$ cat src/rtl/asp_pkg.sv
package asp_pkg;
    // register byte offsets on the apb bus
    localparam logic [7:0] ASP_OFF_PINSEL  = 8'h00;  // pin_function_select_reg
    localparam logic [7:0] ASP_OFF_ENABLE  = 8'h04;  // port enable
    localparam logic [7:0] ASP_OFF_DIVISOR = 8'h08;  // bit-rate divisor
    localparam logic [7:0] ASP_OFF_CFG     = 8'h0c;  // parity and stop config
    localparam logic [7:0] ASP_OFF_IRQ_EN  = 8'h10;  // interrupt enables (mask)
    localparam logic [7:0] ASP_OFF_IRQ_ST  = 8'h14;  // interrupt status, w1c
    localparam logic [7:0] ASP_OFF_TXBUF   = 8'h18;  // transmit buffer
    localparam logic [7:0] ASP_OFF_RXBUF   = 8'h1c;  // receive buffer
    localparam logic [7:0] ASP_OFF_LINE_ST = 8'h20;  // line status
    // field positions
    localparam int ASP_BIT_SEL       = 0;  // pin select bit
    localparam int ASP_BIT_EN        = 0;  // enable bit
    localparam int ASP_BIT_PAR_EN    = 0;  // cfg: parity enable
    localparam int ASP_BIT_PAR_ODD   = 1;  // cfg: odd parity
    localparam int ASP_BIT_TWO_STOP  = 2;  // cfg: two stop bits
    localparam int ASP_BIT_TX_DONE   = 0;  // irq: transmit complete
    localparam int ASP_BIT_RX_AVAIL  = 1;  // irq: receive ready
    localparam int ASP_BIT_PAR_ERR   = 0;  // line: parity error
    localparam int ASP_BIT_FRAME_ERR = 1;  // line: framing error
    localparam int ASP_BIT_OVERRUN   = 2;  // line: overrun
    localparam int ASP_BIT_TX_BUSY   = 3;  // line: transmitter busy
    // widths
    localparam int ASP_DATA_BITS = 8;   // fixed character length
    localparam int ASP_DIV_W     = 16;  // divisor width
    // timing: 250 khz time base from 200 mhz core clock
    localparam int ASP_CLK_HZ    = 200000000;
    localparam int ASP_BASE_HZ   = 250000;
    localparam int ASP_BASE_DIV  = ASP_CLK_HZ / ASP_BASE_HZ;
    localparam logic [9:0] ASP_BASE_LAST = 10'(ASP_BASE_DIV - 1);
    // reset values
    localparam logic [ASP_DIV_W-1:0] ASP_DIV_RST = 16'h0000;
    localparam logic [2:0] ASP_CFG_RST = 3'h0;
endpackage

$ cat src/rtl/asp_tx.sv
`timescale 1ns/1ps
// frame serialiser: start, 8 data lsb first, optional parity, 1 or 2 stops
module asp_tx
    import asp_pkg::*;
(
    input  wire logic                 pclk,
    input  wire logic                 presetn,
    input  wire logic                 run,        // port enabled
    input  wire logic                 tick,       // one 250 khz pulse
    input  wire logic [ASP_DIV_W-1:0] divisor,
    input  wire logic [2:0]           cfg,
    input  wire logic                 start,      // load pulse
    input  wire logic [7:0]           data,
    output logic                      line,       // serial out
    output logic                      busy,
    output logic                      done        // one-cycle pulse
);
    typedef enum logic [2:0] {ASP_T_IDLE, ASP_T_WAIT, ASP_T_START, ASP_T_DATA,
                              ASP_T_PAR, ASP_T_STOP} asp_tx_state_t;
    asp_tx_state_t         state;    // frame phase
    logic [ASP_DIV_W-1:0]  cnt;      // ticks within bit
    logic [7:0]            shreg;    // data shifter
    logic [2:0]            bitn;     // data bit index
    logic                  par;      // running parity
    logic                  stop2;    // second stop pending
    logic                  bit_end;  // last tick of a bit
    assign bit_end = tick && (cnt == divisor);

    // bit timing and sequencing
    always_ff @(posedge pclk or negedge presetn) begin
        if (!presetn) begin
            state <= ASP_T_IDLE;
            cnt   <= '0;
            shreg <= '0;
            bitn  <= '0;
            par   <= 1'b0;
            stop2 <= 1'b0;
            line  <= 1'b1;
            busy  <= 1'b0;
            done  <= 1'b0;
        end else begin
            done <= 1'b0;
            if (tick) begin
                cnt <= bit_end ? '0 : cnt + 1'b1;
            end
            if (!run) begin
                state <= ASP_T_IDLE;
                line  <= 1'b1;
                busy  <= 1'b0;
            end else begin
                unique case (state)
                    ASP_T_IDLE: begin
                        if (start) begin
                            state <= ASP_T_WAIT;
                            shreg <= data;
                            par   <= cfg[ASP_BIT_PAR_ODD];
                            stop2 <= cfg[ASP_BIT_TWO_STOP];
                            bitn  <= '0;
                            busy  <= 1'b1;
                        end
                    end
                    // hold off to a tick so the start bit is full length
                    ASP_T_WAIT: begin
                        if (tick) begin
                            state <= ASP_T_START;
                            cnt   <= '0;
                            line  <= 1'b0;  // single start bit
                        end
                    end
                    ASP_T_START: begin
                        if (bit_end) begin
                            state <= ASP_T_DATA;
                            line  <= shreg[0];  // lsb first
                        end
                    end
                    ASP_T_DATA: begin
                        if (bit_end) begin
                            par   <= par ^ shreg[0];
                            shreg <= shreg >> 1;
                            bitn  <= bitn + 1'b1;
                            if (bitn == 3'(ASP_DATA_BITS - 1)) begin
                                if (cfg[ASP_BIT_PAR_EN]) begin
                                    state <= ASP_T_PAR;
                                    line  <= par ^ shreg[0];
                                end else begin
                                    state <= ASP_T_STOP;
                                    line  <= 1'b1;
                                end
                            end else begin
                                line <= shreg[1];
                            end
                        end
                    end
                    ASP_T_PAR: begin
                        if (bit_end) begin
                            state <= ASP_T_STOP;
                            line  <= 1'b1;
                        end
                    end
                    ASP_T_STOP: begin
                        if (bit_end) begin
                            if (stop2) begin
                                stop2 <= 1'b0;  // extra stop
                            end else begin
                                state <= ASP_T_IDLE;
                                busy  <= 1'b0;
                                done  <= 1'b1;
                            end
                        end
                    end
                endcase
            end
        end
    end
endmodule

$ cat src/rtl/asp_rx.sv
`timescale 1ns/1ps
// frame receiver: start edge detect, mid-bit sampling
module asp_rx
    import asp_pkg::*;
(
    input  wire logic                 pclk,
    input  wire logic                 presetn,
    input  wire logic                 run,
    input  wire logic                 tick,
    input  wire logic [ASP_DIV_W-1:0] divisor,
    input  wire logic [2:0]           cfg,
    input  wire logic                 line,       // serial in
    output logic [7:0]                data,
    output logic                      got,        // one-cycle pulse
    output logic                      par_err,    // valid with got
    output logic                      frame_err   // valid with got
);
    typedef enum logic [2:0] {ASP_R_IDLE, ASP_R_START, ASP_R_DATA,
                              ASP_R_PAR, ASP_R_STOP} asp_rx_state_t;
    asp_rx_state_t         state;   // frame phase
    logic [ASP_DIV_W-1:0]  cnt;     // ticks within bit
    logic [2:0]            bitn;    // data bit index
    logic                  par;     // running parity
    logic                  line_q;  // previous line level
    logic                  mid;     // middle of bit
    assign mid = tick && (cnt == (divisor >> 1));

    // sampling sequencer
    always_ff @(posedge pclk or negedge presetn) begin
        if (!presetn) begin
            state     <= ASP_R_IDLE;
            cnt       <= '0;
            bitn      <= '0;
            par       <= 1'b0;
            line_q    <= 1'b1;
            data      <= '0;
            got       <= 1'b0;
            par_err   <= 1'b0;
            frame_err <= 1'b0;
        end else begin
            got    <= 1'b0;
            line_q <= line;
            if (tick) begin
                cnt <= (cnt == divisor) ? '0 : cnt + 1'b1;
            end
            if (!run) begin
                state <= ASP_R_IDLE;
            end else begin
                unique case (state)
                    ASP_R_IDLE: begin
                        if (line_q && !line) begin  // falling edge
                            state   <= ASP_R_START;
                            cnt     <= '0;
                            bitn    <= '0;
                            par     <= cfg[ASP_BIT_PAR_ODD];
                            par_err <= 1'b0;
                        end
                    end
                    ASP_R_START: begin
                        if (mid) begin
                            state <= line ? ASP_R_IDLE : ASP_R_DATA;  // glitch reject
                        end
                    end
                    ASP_R_DATA: begin
                        if (mid) begin
                            data <= {line, data[7:1]};  // lsb first
                            par  <= par ^ line;
                            bitn <= bitn + 1'b1;
                            if (bitn == 3'(ASP_DATA_BITS - 1)) begin
                                state <= cfg[ASP_BIT_PAR_EN] ? ASP_R_PAR : ASP_R_STOP;
                            end
                        end
                    end
                    ASP_R_PAR: begin
                        if (mid) begin
                            par_err <= par ^ line;
                            state   <= ASP_R_STOP;
                        end
                    end
                    ASP_R_STOP: begin
                        if (mid) begin
                            frame_err <= !line;  // stop must be high
                            got       <= 1'b1;
                            state     <= ASP_R_IDLE;
                        end
                    end
                endcase
            end
        end
    end
endmodule

$ cat src/rtl/asp_top.sv
// Local design decisions: the register addresses and register access over APB.
`timescale 1ns/1ps
module asp_top
    import asp_pkg::*;
(
    input  wire logic        pclk,
    input  wire logic        presetn,
    input  wire logic        psel,
    input  wire logic        penable,
    input  wire logic        pwrite,
    input  wire logic [7:0]  paddr,
    input  wire logic [31:0] pwdata,
    output logic      [31:0] prdata,
    output logic             pready,
    output logic             pslverr,
    output logic             irq,
    input  wire logic        spi_mosi_pin,   // shared pin, serial rx when selected
    output logic             spi_miso_pin,   // shared pin, serial tx when selected
    input  wire logic        spi_miso_core,  // spi block's output data
    output logic             spi_mosi_core   // spi block's input data
);
    ////////////////////////////////////////////////////////////////////////
    // registers
    logic                 pin_function_select_reg;  // serial pin select
    logic                 port_en;                  // enable bit
    logic [ASP_DIV_W-1:0] divisor;                  // bit-rate divisor
    logic [2:0]           cfg;                      // parity and stop config
    logic                 tx_done_irq_enable;       // mask bit
    logic                 rx_avail_irq_enable;      // mask bit
    logic                 tx_done_flag;             // sticky status
    logic                 rx_avail_flag;            // sticky status
    logic [7:0]           rx_buf;                   // receive buffer
    logic                 par_err;                  // sticky line errors
    logic                 frame_err;
    logic                 overrun;
    logic [9:0]           base_cnt;                 // time base divider
    logic                 tick;                     // 250 khz pulse
    logic                 wr_en;                    // write access phase
    logic                 rd_en;                    // read access phase
    logic                 tx_start;                 // buffer write pulse
    logic                 tx_busy;
    logic                 tx_done;
    logic                 tx_line;
    logic                 rx_line;
    logic [7:0]           rx_data;
    logic                 rx_got;
    logic                 rx_perr;
    logic                 rx_ferr;

    assign wr_en    = psel && penable && pwrite;
    assign rd_en    = psel && penable && !pwrite;
    assign tx_start = wr_en && (paddr == ASP_OFF_TXBUF);
    assign rx_line  = pin_function_select_reg ? spi_mosi_pin : 1'b1;

    ////////////////////////////////////////////////////////////////////////
    // 250 khz time base, runs only while enabled
    always_ff @(posedge pclk or negedge presetn) begin
        if (!presetn) begin
            base_cnt <= '0;
            tick     <= 1'b0;
        end else begin
            tick <= 1'b0;
            if (!port_en) begin
                base_cnt <= '0;
            end else if (base_cnt == ASP_BASE_LAST) begin
                base_cnt <= '0;
                tick     <= 1'b1;
            end else begin
                base_cnt <= base_cnt + 1'b1;
            end
        end
    end

    ////////////////////////////////////////////////////////////////////////
    // control registers, writes take effect in access phase
    always_ff @(posedge pclk or negedge presetn) begin
        if (!presetn) begin
            pin_function_select_reg <= 1'b0;  // spi by default
            port_en                 <= 1'b0;
            divisor                 <= ASP_DIV_RST;
            cfg                     <= ASP_CFG_RST;
            tx_done_irq_enable      <= 1'b0;
            rx_avail_irq_enable     <= 1'b0;
        end else if (wr_en) begin
            unique case (paddr)
                ASP_OFF_PINSEL:  pin_function_select_reg <= pwdata[ASP_BIT_SEL];
                ASP_OFF_ENABLE:  port_en <= pwdata[ASP_BIT_EN];
                ASP_OFF_DIVISOR: divisor <= pwdata[ASP_DIV_W-1:0];
                ASP_OFF_CFG:     cfg <= pwdata[2:0];
                ASP_OFF_IRQ_EN: begin
                    tx_done_irq_enable  <= pwdata[ASP_BIT_TX_DONE];
                    rx_avail_irq_enable <= pwdata[ASP_BIT_RX_AVAIL];
                end
                default: ;  // other offsets hold no control state
            endcase
        end
    end

    ////////////////////////////////////////////////////////////////////////
    // interrupt status, write one to clear, set wins
    always_ff @(posedge pclk or negedge presetn) begin
        if (!presetn) begin
            tx_done_flag  <= 1'b0;
            rx_avail_flag <= 1'b0;
        end else begin
            if (tx_done) begin
                tx_done_flag <= 1'b1;
            end else if (wr_en && paddr == ASP_OFF_IRQ_ST && pwdata[ASP_BIT_TX_DONE]) begin
                tx_done_flag <= 1'b0;
            end
            if (rx_got) begin
                rx_avail_flag <= 1'b1;
            end else if (wr_en && paddr == ASP_OFF_IRQ_ST && pwdata[ASP_BIT_RX_AVAIL]) begin
                rx_avail_flag <= 1'b0;
            end
        end
    end

    ////////////////////////////////////////////////////////////////////////
    // receive buffer and line errors; errors clear on line status read
    always_ff @(posedge pclk or negedge presetn) begin
        if (!presetn) begin
            rx_buf    <= '0;
            par_err   <= 1'b0;
            frame_err <= 1'b0;
            overrun   <= 1'b0;
        end else begin
            if (rx_got) begin
                rx_buf    <= rx_data;
                par_err   <= rx_perr | par_err;
                frame_err <= rx_ferr | frame_err;
                overrun   <= rx_avail_flag | overrun;  // unhandled byte lost
            end else if (rd_en && paddr == ASP_OFF_LINE_ST) begin
                par_err   <= 1'b0;
                frame_err <= 1'b0;
                overrun   <= 1'b0;
            end
        end
    end

    ////////////////////////////////////////////////////////////////////////
    // apb answer: zero wait, unmapped reads zero with slverr
    always_ff @(posedge pclk or negedge presetn) begin
        if (!presetn) begin
            prdata  <= '0;
            pready  <= 1'b0;
            pslverr <= 1'b0;
        end else begin
            pready  <= psel && !penable;
            pslverr <= 1'b0;
            prdata  <= '0;
            if (psel && !penable) begin
                unique case (paddr)
                    ASP_OFF_PINSEL:  prdata[ASP_BIT_SEL] <= pin_function_select_reg;
                    ASP_OFF_ENABLE:  prdata[ASP_BIT_EN] <= port_en;
                    ASP_OFF_DIVISOR: prdata[ASP_DIV_W-1:0] <= divisor;
                    ASP_OFF_CFG:     prdata[2:0] <= cfg;
                    ASP_OFF_IRQ_EN: begin
                        prdata[ASP_BIT_TX_DONE]  <= tx_done_irq_enable;
                        prdata[ASP_BIT_RX_AVAIL] <= rx_avail_irq_enable;
                    end
                    ASP_OFF_IRQ_ST: begin
                        prdata[ASP_BIT_TX_DONE]  <= tx_done_flag;
                        prdata[ASP_BIT_RX_AVAIL] <= rx_avail_flag;
                    end
                    ASP_OFF_TXBUF:   ;  // write only
                    ASP_OFF_RXBUF:   prdata[7:0] <= rx_buf;
                    ASP_OFF_LINE_ST: begin
                        prdata[ASP_BIT_PAR_ERR]   <= par_err;
                        prdata[ASP_BIT_FRAME_ERR] <= frame_err;
                        prdata[ASP_BIT_OVERRUN]   <= overrun;
                        prdata[ASP_BIT_TX_BUSY]   <= tx_busy;
                    end
                    default:         pslverr <= 1'b1;
                endcase
            end
        end
    end

    ////////////////////////////////////////////////////////////////////////
    // combined interrupt and pin routing outputs
    always_ff @(posedge pclk or negedge presetn) begin
        if (!presetn) begin
            irq           <= 1'b0;
            spi_miso_pin  <= 1'b1;
            spi_mosi_core <= 1'b0;
        end else begin
            irq <= (tx_done_flag && tx_done_irq_enable)
                 || (rx_avail_flag && rx_avail_irq_enable);
            spi_miso_pin  <= pin_function_select_reg ? tx_line : spi_miso_core;
            spi_mosi_core <= pin_function_select_reg ? 1'b0 : spi_mosi_pin;
        end
    end

    ////////////////////////////////////////////////////////////////////////
    // serial engines
    asp_tx u_tx (
        .pclk    (pclk),
        .presetn (presetn),
        .run     (port_en),
        .tick    (tick),
        .divisor (divisor),
        .cfg     (cfg),
        .start   (tx_start),
        .data    (pwdata[7:0]),
        .line    (tx_line),
        .busy    (tx_busy),
        .done    (tx_done)
    );

    asp_rx u_rx (
        .pclk      (pclk),
        .presetn   (presetn),
        .run       (port_en),
        .tick      (tick),
        .divisor   (divisor),
        .cfg       (cfg),
        .line      (rx_line),
        .data      (rx_data),
        .got       (rx_got),
        .par_err   (rx_perr),
        .frame_err (rx_ferr)
    );
endmodule

$ cat config.mk
export PLATFORM = sky130hd
export DESIGN_NAME = asp_top
export DESIGN_NICKNAME = d
export VERILOG_FILES = /design/src/rtl/asp_pkg.sv /design/src/rtl/asp_tx.sv /design/src/rtl/asp_rx.sv /design/src/rtl/asp_top.sv
export SDC_FILE = /design/constraint.sdc
export NUM_CORES = 1
export LEC_CHECK = 0
export BUFFER_PORTS_ARGS = -buffer_cell sky130_fd_sc_hd__buf_2
export CAP_MARGIN = 20
export CORE_MARGIN = 3
export CORE_UTILIZATION = 55
export CTS_BUF_LIST = sky130_fd_sc_hd__clkbuf_4
export DETAILED_ROUTE_END_ITERATION = 7
export PLACE_DENSITY = 0.87
export SLEW_MARGIN = 15
export SYNTH_ARGS = -nofsm -noshare
export SYNTH_HDL_FRONTEND = slang
export SYNTH_SLANG_ARGS = --single-unit
$ cat constraint.sdc
create_clock -name pclk -period 2.2 [get_ports pclk]
set_clock_uncertainty 0.1 [all_clocks]
set_input_delay 0.33 -clock pclk [delete_from_list [all_inputs] [get_ports pclk]]
set_output_delay 0.33 -clock pclk [all_outputs]
set_load 0.01 [all_outputs]
==> impl_metrics.py <==
metrics = {
    "synthesis": {
        "syn_area_sq_um": 7070,
        "yosys_warnings": 0,
        "synth_area_per_cell_sq_um": 10.1,
        "synth_ff_type": "dfrtp_1",
        "ys_top_cells_by_area": "dfrtp_1, mux2_2, xor2_1",
        "yosysTopAreaCell": "dfrtp_1",
        "ys_types": 63,
        "synth_seq_cells": 138,
        "ys_top_cells_by_count": "dfrtp_1, nor2_1, nand2_1",
        "synthArstFlopShare_pct": 100,
        "ys_seq_area_share_pct": 48.9,
        "synthCells": 701,
        "netlist.area_leader.share_pct": 47.8,
        "synth.most_common_cell": "dfrtp_1",
        "synth_edf_count": 0,
    },
    "clocking": {
        "clkSinkCount": 138,
        "insertion_delay_ns": 0.58,
        "cts_max_level": 4,
        "numCtsBuffers": 17,
        "path_clk_slew_ns": 0.14,
        "root_buffer": "clkbuf_4",
        "cts_tree": "built",
        "cts_buffer_depth": 2,
    },
    "setup_path": {
        "crit_path_start_kind": "register",
        "crit_type": "reg -> reg",
        "endpoint_kind": "register",
        "startpoint": "divisor[4]",
        "cp_data_required_time_ns": 2.55,
        "timing.rr.start": "divisor[4]",
        "worstPathArrival_ns": 2.74,
        "crit_fanout": 6,
        "crit_end": "u_tx.shreg[0]",
        "r2r_cells": 9,
        "r2r_end": "u_tx.shreg[0]",
        "regToRegSetupSlack_ns": -0.19,
    },
    "route": {
        "vias_per_cell": 5.97,
        "first_pass_iters": 7,
        "drt_iter0_markers": 631,
        "routed_wl_um": 20100,
        "remaining_drc_errors": 0,
        "vias": 6251,
        "antenna_left": 0,
        "wire_per_inst_um": 19.2,
    },
    "power": {
        "power.density_nw_per_um2": 758,
        "power_mw": 6.82,
        "ir_drop_uv": 466,
        "static-leakage-power_nw": 4.33,
    },
    "floorplanning": {
        "coreArea_sq_um": 12300,
        "die_area_sq_um": 14300,
        "num_rows": 40,
        "die_h_um": 119,
        "dieWidth_um": 119,
        "io_pins": 84,
        "start_util_pct": 57.4,
    },
    "global_routing": {
        "grtUsageTotal_pct": 27.8,
        "grt_max_degree": 56,
        "antenna_found_initial": 0,
        "overflow": 0,
        "grt_pass1_vias": 6170,
        "grt_pass1_wl_um": 31300,
    },
    "placed_design": {
        "pre_cts_slack_ns": -0.254,
        "port_buffers": 51,
        "place.gp.congestion": 0.951,
        "dp.cells": 986,
        "place_area_sq_um": 8150,
        "place_hpwl_um": 13100,
    },
    "cells_and_area": {
        "final_core_util_pct": 73.0,
        "syn_to_final_growth_pct": 27.2,
        "antenna_cells": 0,
        "final_nets": 920,
        "stdcell_area_sq_um": 8990,
        "seq_area_sq_um": 3460,
        "fillerInstances": 769,
        "multi_input_comb_area_sq_um": 3610,
        "final_cells": 1047,
        "drive_gt1_share_pct": 32.1,
    },
    "timing": {
        "fin_setup_tns_ns": -3.93,
        "hold_viol": 0,
        "hold_ws_ns": 0.0318,
        "maxSlewHeadroom_pct": 61.2,
        "fin_ws_ns": -0.187,
        "tightest_slew_ns": 0.579,
        "fmax_mhz": 419,
        "setup_viol": 42,
        "finalCritPeriodShare_pct": 109,
        "fin_crit_ns": 2.39,
        "report.final.slew_viol_count": 0,
        "rsz0062_at_grt": "true",
    },
    "status": {
        "violations": "setup timing",
        "status": "finished with violations",
    },
    "job": {
        "drv_cap": 0,
    },
    "hold_path": {
        "hp-class": "in -> reg",
    },
}
-- critical path, cell delays in order (launching register included) --
cell     delay (ns)
dfrtp_2        0.47
xnor2_1        0.20
nand4_1        0.10
or4_4          0.46
buf_4          0.17
o31ai_2        0.29
nand2_2        0.13
buf_4          0.18
nand2_1        0.07
o21ai_0        0.09
-- what timing repair did --
action / 4_1_cts / 5_1_grt
setup endpoints to repair: 45 / 48
cloned: 0 / 2
hold buffers: 19 / 0
setup buffers: 5 / 5
endpoints found under the hold margin: 141 / 0
gates resized for setup: 38 / 40
pin swaps: 16 / 8
-- power breakdown --
group | switching (mW) | leakage, nW | internal, mW
sequential | 0.282 | 1.83 | 2.77
clock | 1.04 | 0.158 | 0.804
combinational | 1.04 | 2.34 | 0.882
total | 2.36 | 4.33 | 4.46
-- worst min path at each step --
stage | startpoint | to | slack [ns] | cells past startpoint
2_1_floorplan | presetn | base_cnt[0] | -0.07 | 0
3_3_place_gp | presetn | u_rx.cnt[11] | 0.22 | 1
3_5_place_dp | presetn | u_rx.cnt[15] | 0.23 | 1
4_1_cts | paddr[5] | pslverr | 0.02 | 3
5_1_grt | paddr[5] | pslverr | 0.01 | 3
6_report | paddr[5] | pslverr | 0.03 | 3
-- layout make-up --
cell class,instances,share of cell area (%)
inverter,19,0.793
sequential,138,38.5
timing repair buffer,173,14.7
multi-input combinational,517,40.2
clock buffer,17,1.42
clock inverter,15,2.07
tap,168,2.34
-- cell usage in the layout (no fill, tap or decap), types with 16 or more instances in the layout --
cell,count
dfrtp_1,130
buf_4,92
nor2_1,73
nand2_1,53
buf_2,50
xor2_1,39
mux2_2,34
o21ai_1,25
nand3_1,24
xnor2_1,24
o21ai_0,24
inv_1,19
dlygate4sd3_1,19
nand4_1,18
a21oi_1,17
clkbuf_4,17
conb_1,16
-- logic make-up (layout without fill, tap and decap cells) --
group,count (synthesis),count (layout),synth area share (%)
AOI/OAI and AO/OA,123,123,11.1
xor gates and xnor gates,71,71,8.79
adders and majority gates,7,7,1.24
buffers and inverters,62,224,4.37
DFF,138,138,48.9
muxes,52,52,8.10
other,1,16,0.0530
and+or+nand+nor,247,248,17.5
-- layer usage --
| metal | vias up | track usage (%) | wire length (um) |
|---|---|---|---|
| met1 | 3026 | 35.1 | 7860 |
| met2 | 341 | 44.3 | 9840 |
| met5 | - | 0 | 0 |
| li1 | 2770 | - | - |
| met3 | 114 | 5.32 | 1230 |
| met4 | 0 | 16.8 | 1150 |
No activity file was read; power rests on OpenSTA's default activity.
